File: src/verilog/bcpc_pkg.sv
package bcpc_pkg;

  localparam int ADDR_W  = 26;
  localparam int DATA_W  = 16;
  localparam int STEP_W  = 4;
  localparam int CNT_W   = 4;
  localparam int CLK_MHZ = 40;

  // Least times round up to whole cycles, never below one
  function automatic int ns2cyc(input int ns);
    int c;
    c = (ns * CLK_MHZ + 999) / 1000;
    return (c < 1) ? 1 : c;
  endfunction

  localparam int T_SETUP_NS = 10;
  localparam int T_WP_NS    = 35;
  localparam int T_RD_NS    = 110;
  localparam int T_RECOV_NS = 30;
  localparam logic [CNT_W-1:0] SETUP_CYC = CNT_W'(ns2cyc(T_SETUP_NS));
  localparam logic [CNT_W-1:0] WP_CYC    = CNT_W'(ns2cyc(T_WP_NS));
  localparam logic [CNT_W-1:0] RD_CYC    = CNT_W'(ns2cyc(T_RD_NS));
  localparam logic [CNT_W-1:0] RECOV_CYC = CNT_W'(ns2cyc(T_RECOV_NS));

  localparam logic [ADDR_W-1:0] ADDR_ZERO = 26'h0000000;
  localparam logic [ADDR_W-1:0] UNLK1_X8  = 26'h0000AAA;
  localparam logic [ADDR_W-1:0] UNLK2_X8  = 26'h0000555;
  localparam logic [ADDR_W-1:0] UNLK1_X16 = 26'h0000555;
  localparam logic [ADDR_W-1:0] UNLK2_X16 = 26'h00002AA;

  localparam logic [7:0] D_UNLK1    = 8'hAA;
  localparam logic [7:0] D_UNLK2    = 8'h55;
  localparam logic [7:0] D_BC_SET1  = 8'hEB;
  localparam logic [7:0] D_BC_SET2  = 8'h76;
  localparam logic [7:0] D_BC_CONF  = 8'h29;
  localparam logic [7:0] D_RESET    = 8'hF0;
  localparam logic [7:0] D_EXIT1    = 8'h90;
  localparam logic [7:0] D_EXIT2    = 8'h00;
  localparam logic [7:0] D_PROG     = 8'hA0;
  localparam logic [7:0] D_BIT_SET  = 8'h00;
  localparam logic [7:0] D_BIT_CLR  = 8'h01;
  localparam logic [7:0] D_PWD_UNL1 = 8'h25;
  localparam logic [7:0] D_PWD_UNL2 = 8'h03;
  localparam logic [7:0] D_PWD_CONF = 8'h29;
  localparam logic [7:0] D_CLR_ALL1 = 8'h80;
  localparam logic [7:0] D_CLR_ALL2 = 8'h30;
  localparam logic [7:0] D_UPPER    = 8'h00;

  localparam logic [7:0] SET_LOCK_REG = 8'h40;
  localparam logic [7:0] SET_PASSWORD = 8'h60;
  localparam logic [7:0] SET_NV_PROT  = 8'hC0;
  localparam logic [7:0] SET_NV_LOCK  = 8'h50;
  localparam logic [7:0] SET_VOL_PROT = 8'hE0;

  localparam int DQ_TOGGLE_BIT = 6;
  localparam int DQ_ERR_BIT    = 5;
  localparam int DQ_PROT_BIT   = 0;

  localparam logic [STEP_W-1:0] PWD_UNITS_X8  = 4'h8;
  localparam logic [STEP_W-1:0] PWD_UNITS_X16 = 4'h4;
  localparam logic [STEP_W-1:0] PWD_FIRST     = 4'h2;

  typedef enum logic [3:0] {
    OP_BLANK      = 4'h0,
    OP_RESET      = 4'h1,
    OP_ENTER      = 4'h2,
    OP_EXIT       = 4'h3,
    OP_PROG_BIT   = 4'h4,
    OP_CLR_BIT    = 4'h5,
    OP_READ_BIT   = 4'h6,
    OP_PWD_UNLOCK = 4'h7,
    OP_CLR_ALL    = 4'h8
  } bcpc_op_t;

  typedef struct packed {
    logic              rd;
    logic              last;
    logic [ADDR_W-1:0] addr;
    logic [DATA_W-1:0] data;
  } bcpc_cycle_t;

endpackage

File: src/verilog/bcpc_bus_if.sv
`timescale 1ns/10ps
interface bcpc_bus_if;
  import bcpc_pkg::*;
  logic              req;
  logic              rd;
  logic [ADDR_W-1:0] addr;
  logic [DATA_W-1:0] wdata;
  logic              ack;
  logic [DATA_W-1:0] rdata;

  modport ctl (output req, rd, addr, wdata, input ack, rdata);
  modport eng (input req, rd, addr, wdata, output ack, rdata);
endinterface

File: src/verilog/bcpc_cycle_engine.sv
`timescale 1ns/10ps
module bcpc_cycle_engine
  import bcpc_pkg::*;
(
  input  wire logic              clock_i,
  input  wire logic              resetn_i,
  input  wire logic              ce_i,
  bcpc_bus_if.eng                bus,
  input  wire logic [DATA_W-1:0] dq_i,
  output logic      [DATA_W-1:0] dq_o,
  output logic                   dq_oe_n_o,
  output logic      [ADDR_W-1:0] addr_o,
  output logic                   ce_n_o,
  output logic                   we_n_o,
  output logic                   oe_n_o
);

  typedef enum logic [3:0] {
    E_IDLE   = 4'b0001,
    E_SETUP  = 4'b0010,
    E_STROBE = 4'b0100,
    E_RECOV  = 4'b1000
  } bcpc_est_t;

  bcpc_est_t         st, next_st;
  logic [CNT_W-1:0]  cnt, next_cnt;
  logic              rd, next_rd;
  logic [DATA_W-1:0] dq, next_dq;
  logic              dq_oe_n, next_dq_oe_n;
  logic [ADDR_W-1:0] addr, next_addr;
  logic              ce_n, next_ce_n;
  logic              we_n, next_we_n;
  logic              oe_n, next_oe_n;
  logic              ack, next_ack;
  logic [DATA_W-1:0] rdata, next_rdata;

  assign dq_o      = dq;
  assign dq_oe_n_o = dq_oe_n;
  assign addr_o    = addr;
  assign ce_n_o    = ce_n;
  assign we_n_o    = we_n;
  assign oe_n_o    = oe_n;
  assign bus.ack   = ack;
  assign bus.rdata = rdata;

  always_comb
  begin
    next_st      = st;
    next_cnt     = cnt;
    next_rd      = rd;
    next_dq      = dq;
    next_dq_oe_n = dq_oe_n;
    next_addr    = addr;
    next_ce_n    = ce_n;
    next_we_n    = we_n;
    next_oe_n    = oe_n;
    next_ack     = 1'b0;
    next_rdata   = rdata;
    unique case (st)
      E_IDLE:
        if (bus.req)
        begin
          next_rd      = bus.rd;
          next_addr    = bus.addr;
          next_dq      = bus.wdata;
          next_dq_oe_n = bus.rd;
          next_ce_n    = 1'b0;
          next_cnt     = SETUP_CYC - 4'h1;
          next_st      = E_SETUP;
        end
      E_SETUP:
        if (cnt == '0)
        begin
          next_we_n = rd;
          next_oe_n = !rd;
          next_cnt  = (rd ? RD_CYC : WP_CYC) - 4'h1;
          next_st   = E_STROBE;
        end
        else
          next_cnt = cnt - 4'h1;
      E_STROBE:
        if (cnt == '0)
        begin
          // Data latches on the rising write strobe
          next_we_n = 1'b1;
          next_oe_n = 1'b1;
          if (rd)
            next_rdata = dq_i;
          next_cnt = RECOV_CYC - 4'h1;
          next_st  = E_RECOV;
        end
        else
          next_cnt = cnt - 4'h1;
      E_RECOV:
        if (cnt == '0)
        begin
          next_ce_n    = 1'b1;
          next_dq_oe_n = 1'b1;
          next_ack     = 1'b1;
          next_st      = E_IDLE;
        end
        else
          next_cnt = cnt - 4'h1;
    endcase
  end

  always_ff @(posedge clock_i or negedge resetn_i)
  begin
    if (!resetn_i)
    begin
      st      <= E_IDLE;
      cnt     <= '0;
      rd      <= 1'b1;
      dq      <= '0;
      dq_oe_n <= 1'b1;
      addr    <= '0;
      ce_n    <= 1'b1;
      we_n    <= 1'b1;
      oe_n    <= 1'b1;
      ack     <= 1'b0;
      rdata   <= '0;
    end
    else if (ce_i)
    begin
      st      <= next_st;
      cnt     <= next_cnt;
      rd      <= next_rd;
      dq      <= next_dq;
      dq_oe_n <= next_dq_oe_n;
      addr    <= next_addr;
      ce_n    <= next_ce_n;
      we_n    <= next_we_n;
      oe_n    <= next_oe_n;
      ack     <= next_ack;
      rdata   <= next_rdata;
    end
  end

endmodule

File: src/verilog/bcpc_ctrl.sv
`timescale 1ns/10ps
// What this block does
// - Blank check: setup command, then confirm-and-read
// - One blank check at a time, never overlapped
// - No array, program or erase during check
// - After failure issue read/reset to clear error
// - Protection commands as address/data write cycles
// - All sequence addresses and data are hexadecimal
// - Enter set first; exit set returns read
module bcpc_ctrl
  import bcpc_pkg::*;
(
  input  wire logic              clock_i,
  input  wire logic              resetn_i,
  input  wire logic              ce_i,
  input  wire logic              cmd_valid_i,
  input  wire logic [3:0]        cmd_op_i,
  input  wire logic [7:0]        cmd_code_i,
  input  wire logic [ADDR_W-1:0] cmd_addr_i,
  input  wire logic              byte_mode_i,
  input  wire logic [63:0]       pwd_i,
  output logic                   busy_o,
  output logic                   done_o,
  output logic                   blank_pass_o,
  output logic                   blank_fail_o,
  output logic                   prot_bit_o,
  input  wire logic [DATA_W-1:0] dq_i,
  output logic      [DATA_W-1:0] dq_o,
  output logic                   dq_oe_n_o,
  output logic      [ADDR_W-1:0] addr_o,
  output logic                   ce_n_o,
  output logic                   we_n_o,
  output logic                   oe_n_o
);

  function automatic logic [DATA_W-1:0] cmd_word(input logic [7:0] b);
    return {D_UPPER, b};
  endfunction

  function automatic bcpc_cycle_t seq_cycle(
    input bcpc_op_t          op,
    input logic [STEP_W-1:0] step,
    input logic              x8,
    input logic [ADDR_W-1:0] baddr,
    input logic [7:0]        code,
    input logic [63:0]       pwd
  );
    bcpc_cycle_t       c;
    logic [ADDR_W-1:0] u1;
    logic [ADDR_W-1:0] u2;
    logic [STEP_W-1:0] units;
    logic [2:0]        idx;
    c     = '0;
    u1    = x8 ? UNLK1_X8 : UNLK1_X16;
    u2    = x8 ? UNLK2_X8 : UNLK2_X16;
    units = x8 ? PWD_UNITS_X8 : PWD_UNITS_X16;
    idx   = 3'(step - PWD_FIRST);
    unique case (op)
      OP_BLANK:
        unique case (step)
          4'h0:    c = '{1'b0, 1'b0, u1, cmd_word(D_BC_SET1)};
          4'h1:    c = '{1'b0, 1'b0, u2, cmd_word(D_BC_SET2)};
          default: c = '{1'b0, 1'b1, baddr, cmd_word(D_BC_CONF)};
        endcase
      OP_RESET:
        c = '{1'b0, 1'b1, ADDR_ZERO, cmd_word(D_RESET)};
      OP_ENTER:
        unique case (step)
          4'h0:    c = '{1'b0, 1'b0, u1, cmd_word(D_UNLK1)};
          4'h1:    c = '{1'b0, 1'b0, u2, cmd_word(D_UNLK2)};
          default: c = '{1'b0, 1'b1, u1, cmd_word(code)};
        endcase
      OP_EXIT:
        if (step == '0)
          c = '{1'b0, 1'b0, ADDR_ZERO, cmd_word(D_EXIT1)};
        else
          c = '{1'b0, 1'b1, ADDR_ZERO, cmd_word(D_EXIT2)};
      OP_PROG_BIT, OP_CLR_BIT:
        if (step == '0)
          c = '{1'b0, 1'b0, ADDR_ZERO, cmd_word(D_PROG)};
        else
          c = '{1'b0, 1'b1, baddr,
                cmd_word(op == OP_CLR_BIT ? D_BIT_CLR : D_BIT_SET)};
      OP_READ_BIT:
        c = '{1'b1, 1'b1, baddr, '0};
      OP_CLR_ALL:
        if (step == '0)
          c = '{1'b0, 1'b0, ADDR_ZERO, cmd_word(D_CLR_ALL1)};
        else
          c = '{1'b0, 1'b1, ADDR_ZERO, cmd_word(D_CLR_ALL2)};
      OP_PWD_UNLOCK:
        if (step == 4'h0)
          c = '{1'b0, 1'b0, ADDR_ZERO, cmd_word(D_PWD_UNL1)};
        else if (step == 4'h1)
          c = '{1'b0, 1'b0, ADDR_ZERO, cmd_word(D_PWD_UNL2)};
        else if (step < units + PWD_FIRST)
          c = '{1'b0, 1'b0, {23'h000000, idx},
                x8 ? cmd_word(pwd[idx*8 +: 8])
                   : pwd[idx[1:0]*16 +: 16]};
        else
          c = '{1'b0, 1'b1, ADDR_ZERO, cmd_word(D_PWD_CONF)};
      default:
        c = '{1'b0, 1'b1, ADDR_ZERO, cmd_word(D_RESET)};
    endcase
    return c;
  endfunction

  typedef enum logic [2:0] {
    M_IDLE  = 3'b001,
    M_ISSUE = 3'b010,
    M_WAIT  = 3'b100
  } bcpc_mst_t;

  bcpc_mst_t         st, next_st;
  bcpc_op_t          op, next_op;
  logic [STEP_W-1:0] step, next_step;
  logic              x8, next_x8;
  logic [ADDR_W-1:0] baddr, next_baddr;
  logic [7:0]        code, next_code;
  logic [63:0]       pwd, next_pwd;
  logic              polling, next_polling;
  logic              first, next_first;
  logic [DATA_W-1:0] prev, next_prev;
  logic              busy, next_busy;
  logic              done, next_done;
  logic              pass, next_pass;
  logic              fail, next_fail;
  logic              pbit, next_pbit;
  logic              req, next_req;
  bcpc_cycle_t       cyc;
  logic              toggling;

  bcpc_bus_if bus ();

  assign cyc       = seq_cycle(op, step, x8, baddr, code, pwd);
  assign bus.req   = req;
  // Polling reads may go to any address; the block address is reused
  assign bus.rd    = polling | cyc.rd;
  assign bus.addr  = polling ? baddr : cyc.addr;
  assign bus.wdata = cyc.data;
  assign toggling  = prev[DQ_TOGGLE_BIT] != bus.rdata[DQ_TOGGLE_BIT];

  assign busy_o       = busy;
  assign done_o       = done;
  assign blank_pass_o = pass;
  assign blank_fail_o = fail;
  assign prot_bit_o   = pbit;

  always_comb
  begin
    next_st      = st;
    next_op      = op;
    next_step    = step;
    next_x8      = x8;
    next_baddr   = baddr;
    next_code    = code;
    next_pwd     = pwd;
    next_polling = polling;
    next_first   = first;
    next_prev    = prev;
    next_busy    = busy;
    next_done    = 1'b0;
    next_pass    = pass;
    next_fail    = fail;
    next_pbit    = pbit;
    next_req     = 1'b0;
    unique case (st)
      M_IDLE:
        // Busy blocks new commands, so checks never overlap
        if (cmd_valid_i && !busy)
        begin
          next_op      = bcpc_op_t'(cmd_op_i);
          next_code    = cmd_code_i;
          next_baddr   = cmd_addr_i;
          next_x8      = byte_mode_i;
          next_pwd     = pwd_i;
          next_step    = '0;
          next_polling = 1'b0;
          next_busy    = 1'b1;
          if (bcpc_op_t'(cmd_op_i) == OP_BLANK)
          begin
            next_pass = 1'b0;
            next_fail = 1'b0;
          end
          next_req = 1'b1;
          next_st  = M_ISSUE;
        end
      M_ISSUE:
        next_st = M_WAIT;
      M_WAIT:
        if (bus.ack)
        begin
          next_req = 1'b1;
          next_st  = M_ISSUE;
          if (polling && first)
          begin
            next_prev  = bus.rdata;
            next_first = 1'b0;
          end
          else if (polling && !toggling)
          begin
            // Status stopped toggling: device back in array read
            next_pass    = 1'b1;
            next_polling = 1'b0;
            next_busy    = 1'b0;
            next_done    = 1'b1;
            next_req     = 1'b0;
            next_st      = M_IDLE;
          end
          // Error needs DQ5 in two reads: finished array data may show it once
          else if (polling && bus.rdata[DQ_ERR_BIT] && prev[DQ_ERR_BIT])
          begin
            // Device holds the status word until reset
            next_fail    = 1'b1;
            next_polling = 1'b0;
            next_op      = OP_RESET;
            next_step    = '0;
          end
          else if (polling)
            next_prev = bus.rdata;
          else if (!cyc.last)
            next_step = step + 4'h1;
          else if (op == OP_BLANK)
          begin
            next_polling = 1'b1;
            next_first   = 1'b1;
          end
          else
          begin
            if (op == OP_READ_BIT)
              next_pbit = bus.rdata[DQ_PROT_BIT];
            next_busy = 1'b0;
            next_done = 1'b1;
            next_req  = 1'b0;
            next_st   = M_IDLE;
          end
        end
    endcase
  end

  always_ff @(posedge clock_i or negedge resetn_i)
  begin
    if (!resetn_i)
    begin
      st      <= M_IDLE;
      op      <= OP_RESET;
      step    <= '0;
      x8      <= 1'b0;
      baddr   <= '0;
      code    <= '0;
      pwd     <= '0;
      polling <= 1'b0;
      first   <= 1'b0;
      prev    <= '0;
      busy    <= 1'b0;
      done    <= 1'b0;
      pass    <= 1'b0;
      fail    <= 1'b0;
      pbit    <= 1'b0;
      req     <= 1'b0;
    end
    else if (ce_i)
    begin
      st      <= next_st;
      op      <= next_op;
      step    <= next_step;
      x8      <= next_x8;
      baddr   <= next_baddr;
      code    <= next_code;
      pwd     <= next_pwd;
      polling <= next_polling;
      first   <= next_first;
      prev    <= next_prev;
      busy    <= next_busy;
      done    <= next_done;
      pass    <= next_pass;
      fail    <= next_fail;
      pbit    <= next_pbit;
      req     <= next_req;
    end
  end

  bcpc_cycle_engine u_engine (
    .clock_i   (clock_i),
    .resetn_i  (resetn_i),
    .ce_i      (ce_i),
    .bus       (bus),
    .dq_i      (dq_i),
    .dq_o      (dq_o),
    .dq_oe_n_o (dq_oe_n_o),
    .addr_o    (addr_o),
    .ce_n_o    (ce_n_o),
    .we_n_o    (we_n_o),
    .oe_n_o    (oe_n_o)
  );

endmodule

File: config.mk
export PLATFORM = sky130hd
export DESIGN_NAME = bcpc_ctrl
export DESIGN_NICKNAME = d
export VERILOG_FILES = /design/src/verilog/bcpc_pkg.sv /design/src/verilog/bcpc_bus_if.sv /design/src/verilog/bcpc_cycle_engine.sv /design/src/verilog/bcpc_ctrl.sv
export SDC_FILE = /design/constraint.sdc
export NUM_CORES = 1
export LEC_CHECK = 0
export BUFFER_PORTS_ARGS = -buffer_cell sky130_fd_sc_hd__buf_2
export CORE_ASPECT_RATIO = 0.9
export CORE_UTILIZATION = 48
export CTS_BUF_LIST = sky130_fd_sc_hd__clkbuf_4 sky130_fd_sc_hd__clkbuf_8 sky130_fd_sc_hd__clkbuf_16
export DETAILED_ROUTE_END_ITERATION = 12
export PLACE_DENSITY = 0.8
export SYNTH_ARGS = -nofsm -noshare
export SYNTH_HDL_FRONTEND = slang
export SYNTH_SLANG_ARGS = --single-unit
export TNS_END_PERCENT = 100
File: constraint.sdc
create_clock -name clock_i -period 3.2 [get_ports clock_i]
set_clock_uncertainty 0.05 [all_clocks]
set_input_delay 0.32 -clock clock_i [delete_from_list [all_inputs] [get_ports clock_i]]
set_output_delay 0.32 -clock clock_i [all_outputs]
set_load 0.05 [all_outputs]
## Word-level counts from Yosys, hierarchy flattened

Cells that the tools add are included.
Widths: inputs -> output; s select.

- Bits in registers: 188
- Input bits: 123

- Add/sub/neg operators: 5
- Magnitude comparators: 1
- Eq/ne operators: 37
- Shift operators: 2
- Muxes and demuxes: 115
- Bitwise logic cells: 6
- Reductions and logical operators: 36

Operators with widths:

| operator | count |
|---|---|
| $pmux 44 s7 | 1 |
| $mux 43 | 6 |
| $pmux 43 s2 | 2 |
| $mux 4 | 21 |
| $shiftx 64x7->16 | 1 |
| $shiftx 64x7->8 | 1 |
| $mux 1 | 54 |
| $pmux 4 s4 | 2 |
| $mux 7 | 4 |
| $mux 26 | 1 |
| $reduce_and 8->1 | 3 |
| $eq 4x3->1 const B | 5 |
| $ne 2x2->1 const B | 10 |
| $ne 3x3->1 const B | 6 |
| $pmux 1 s2 | 9 |
| $logic_not 4->1 | 4 |
| $mux 16 | 1 |
| $pmux 4 s2 | 2 |
| $reduce_and 7->1 | 2 |
| $eq 4x2->1 const B | 3 |
| $mux 12 | 1 |
| $mux 2 | 6 |
| $reduce_and 3->1 | 4 |
| $reduce_and 4->1 | 3 |
| 25 further kinds | 50 |

## Longest topological paths before layout

- Depth after elaboration: 14
- Depth in mapped cells: 13
- Mapped depth without buffers: 7

## Hierarchy

A second synthesis with hierarchy kept.

- Cell total of the unflattened synthesis: 770
- Area total of the unflattened synthesis: 9641.7 um^2

By module, submodules not included:

| module | instances | cells an instance | area each (um^2) | sequential area each (um^2) |
|---|---|---|---|---|
| bcpc_ctrl | 1 | 569 | 6698.9 | 3005.4 |
| bcpc_cycle_engine | 1 | 201 | 2942.8 | 1809.2 |

## Worst setup path before layout

OpenSTA, ideal clock, no wires.

- Path kind: register -> register
- Start: register step[1]
- End: register u_engine.addr[2] (netlist: u_engine.addr_o[2])
- Setup time: 0.132 ns
- Data arrival time: 2.954 ns
- Path slack: 0.064 ns
- Cell stages (with the launch flop): 12
- Buffers on the path: 4
- Clock period less this slack: 3.136 ns
- Cell sequence: dfrtp_1 buf_2 clkbuf_1 buf_1 inv_1 ha_1 buf_2 or3b_2 a211oi_1 nor3_1 a221oi_1 o21ai_0

- Longest elaborated chain between the ends: 6

RTL lines:

| item | RTL line | RTL |
|---|---|---|
| from (decl) | bcpc_ctrl.sv:116 | `logic [STEP_W-1:0] step, next_step;` |
| from (signal assigned) | bcpc_ctrl.sv:266 | `step <= next_step;` |
| $lt 4x4->1 or $sub 3x2->3 (tied branches) | bcpc_ctrl.sv:96, bcpc_ctrl.sv:57 |  |
| $mux 43 | bcpc_ctrl.sv:96 | `else if (step < units + PWD_FIRST)` |
| $mux 43 | bcpc_ctrl.sv:94 | `else if (step == 4'h1)` |
| $mux 43 | bcpc_ctrl.sv:92 | `if (step == 4'h0)` |
| $pmux 44 s7 * | bcpc_ctrl.sv:58 | `unique case (op)` |
| $mux 26 * | bcpc_ctrl.sv:139 | `assign bus.addr = polling ? baddr : cyc.addr;` |
| to (signal assigned) | bcpc_cycle_engine.sv:130 | `addr <= next_addr;` |
| to (decl) | bcpc_cycle_engine.sv:30 | `logic [ADDR_W-1:0] addr, next_addr;` |

Mark *: on every way between the ends. The rest lies on a longest branch, timed or not.
A chain may end at the register's enable or synchronous reset.

## Worst setup path in the final report

- Start: register step[1]
- End: register u_engine.addr[3] (netlist: u_engine.addr_o[3])

- Longest elaborated chain between the ends: 5

RTL lines:

| item | RTL line |
|---|---|
| $eq 4x1->1 | bcpc_ctrl.sv:60, bcpc_ctrl.sv:68, bcpc_ctrl.sv:94 |
| $mux 43 | bcpc_ctrl.sv:94 |
| $mux 43 | bcpc_ctrl.sv:92 |
| $pmux 44 s7 * | bcpc_ctrl.sv:58 |
| $mux 26 * | bcpc_ctrl.sv:139 |

Marks and branches as above.

==> reports/results.ini <==
[layout]
fin_nets=1069
n_antenna_cell=0
instances_no_fill=1196
area_growth_pct=18.0
final_layout_size_suffix_gt1_frac=0.403
n_fill_cell=1555
post-route-util=0.585

[synthesis]
synth_seq_cells=179
async_flop_share=1.00
netlist.area_leader.share=0.464
synth.area.top_cells=dfrtp_1 (46%), mux2_2 (13%), mux4_2 (7.8%)
syn-cell-area_um2=9220
synth_seq_area_share=0.487
synth_cells=794
ys.flop_type=dfrtp_1
synth_cell_types=77
synth_edf_count=0
synth_top_area_cell=dfrtp_1
synthesis.nets=925
synth.most_common_cell=dfrtp_1
yosys_warnings=0
syn_area_per_cell_um2=11.6
synth_commonest_cells=dfrtp_1 (171), mux2_2 (106), nand2_1 (73), o21ai_0 (51), nor2_1 (42)

[global_route]
grt_overflow=0
grt_antenna_before_repair=5
grt_pass1_wl_um=36700
grt_max_degree=81
grt_pass1_vias=6899
grt_usage=0.238

[detailed_routing]
drc=0
routedWlPerCell_um=19.0
wl_um=22800
drtIter0Drc=609
via_per_inst=5.93
dr.pass1.iters=5
num_vias=7092
drtAntennaViolNets=0

[clock_tree]
clock_path_buffers=2
numCtsBuffers=17
postCtsSetupBuffers=0
insertion_delay_ns=0.44
holdBufCountCts=1
cts_sinks=179
cts_tree=yes
clk_pin_slew_ns=0.08
htree_levels=4
cts_resized=0
cts_root_buffer=clkbuf_16

[power]
seqPwrFrac=0.469
leakage_nw=5.11
p_clk_frac=0.387
p_total_mw=5.33
power.density_nw_per_um2=490
p_sw_mw=1.61
power_frac_comb=0.145
swShare=0.303
p_int_mw=3.72
ir_worst_vdd_mv=0.359

[timing]
finalCriticalPeriod_ns=2.77
drv_slew=0
setup_viol=0
max_freq_ghz=0.361
min_period_over_period=0.866
hold_viol=0
grt_setup_unrepaired=false
tns_ns=0
relSlewSlack=0.435
worst_pin_slew_ns=0.843

[floorplanning]
fp-row-count=47
die_w_um=148
dieHeight_um=134
io_pins=174
die_area_um2=19800
start_util=0.496
coreArea_um2=18600

[setup_path]
crit_chain=inv_1 > ha_1 > or4b_1 > nand3_1 > o41ai_1 > a2111oi_2 > a21oi_1
cp-end-kind=register
slowest_delay_ns=0.69
worstPathMaxFanout=14
crit_buf_inv=1
worstSetupPathType=register to register
start_kind=register
slowest_stage=a2111oi_2
worstPathRequired_ns=3.43
crit_family=compound AO/OA/AOI/OAI gates
arrival_ns=3.00

[job]
max-cap-violations=0

[placement]
dp.cells=1163
io_buffers=160
place_hpwl_um=16000
globalplace.congestion=0.960

[run_status]
outcome=completed

[min_path]
holdCritPathClass=primary input to register

## kinds of logic (layout without fill, tap and decap cells)
family | after synthesis | count (layout) | synth area share
muxes | 144 | 144 | 0.214
DFF | 179 | 179 | 0.487
xor gates and xnor gates | 2 | 2 | 0.00190
and+or+nand+nor | 206 | 206 | 0.117
AOI/OAI and AO/OA | 183 | 183 | 0.134
adders and majority gates | 8 | 8 | 0.0109
buffers and inverters | 72 | 229 | 0.0349
## routing by layer
metal / vias to the layer above / track usage / routed length (um)
li1: 3260 / - / -
met1: 3519 / 0.324 / 9880
met2: 271 / 0.372 / 10700
met3: 36 / 0.0729 / 1800
met4: 6 / 0.0619 / 321
met5: - / 0 / 34
## worst paths after layout
path                       slack, ns                             from  cells after the start                              end
max in group asynchronous       1.88                         resetn_i                      3              pwd[16]$_DFFE_PN0P_
setup / recovery                0.43              step[1]$_DFFE_PN0P_                      7   u_engine.addr_o[3]$_DFFE_PN0P_
hold / removal                  0.06                   cmd_addr_i[21]                      2            baddr[21]$_DFFE_PN0P_
min in group asynchronous       0.46                         resetn_i                      2      u_engine.cnt[2]$_DFFE_PN0P_
hold reg to reg                 0.43  u_engine.addr_o[25]$_DFFE_PN0P_                      2  u_engine.addr_o[25]$_DFFE_PN0P_
setup reg to reg                0.43              step[1]$_DFFE_PN0P_                      7   u_engine.addr_o[3]$_DFFE_PN0P_
## layout by cell type (no fill, tap or decap), types with 6 or more instances in the layout
cell	count
nand2_1	73
nor3b_1	10
nand2b_1	8
buf_2	159
inv_1	14
inv_8	6
buf_4	16
o21ai_0	51
a22o_1	12
o211ai_1	10
a31oi_1	11
nor2_1	42
and3_1	6
mux2i_1	6
clkbuf_16	17
a21oi_1	37
dfstp_2	8
mux4_2	32
dfrtp_1	169
mux2_2	106
nand3_1	12
or3_1	8
ha_1	8
## power by group through the flow
stage	Sequential [mW]	Combinational (mW)	Clock, mW
floorplan	2.54	0.493	0
global placement	2.53	0.745	0
detailed placement	2.54	0.768	0
CTS	2.50	0.772	2.10
global route	2.52	0.847	2.18
finish	2.50	0.772	2.06
## stage by stage
step,worst slack (ns),hold slack [ns],instance area (um^2)
after CTS,0.481,0.0418,10900
after floorplan,0.0639,-0.0256,9220
after detailed placement,0.494,0.371,10300
after global placement,0.610,0.374,10300
final,0.429,0.0567,10900
after global routing,0.308,0.0476,10900
## cell type report
cell class | instances | area [um^2] | share of cell area
inverter | 16 | 60.1 | 0.00552
timing repair buffer | 181 | 1020 | 0.0935
clock inverter | 14 | 143 | 0.0131
sequential | 179 | 4490 | 0.413
clock buffer | 18 | 439 | 0.0404
multi-input combinational | 543 | 4420 | 0.406
tap | 245 | 307 | 0.0282
## worst register-to-register path, cell delays in order (launching register included)
cell and delay (ns):
dfrtp_2 0.43, inv_1 0.08, ha_1 0.41, or4b_1 0.54, nand3_1 0.17, o41ai_1 0.13, a2111oi_2 0.69, a21oi_1 0.13
## flip-flops by register name, summed over array words and instances, names as in the netlist, 2 cells and up
name / cells
prev: 2
u_engine.st: 4
code: 8
st: 3
u_engine.cnt: 4
u_engine.addr_o: 26
baddr: 26
u_engine.bus.rdata: 3
step: 4
u_engine.dq_o: 16
pwd: 64
op: 4
Power figures use the tool's default switching activity.
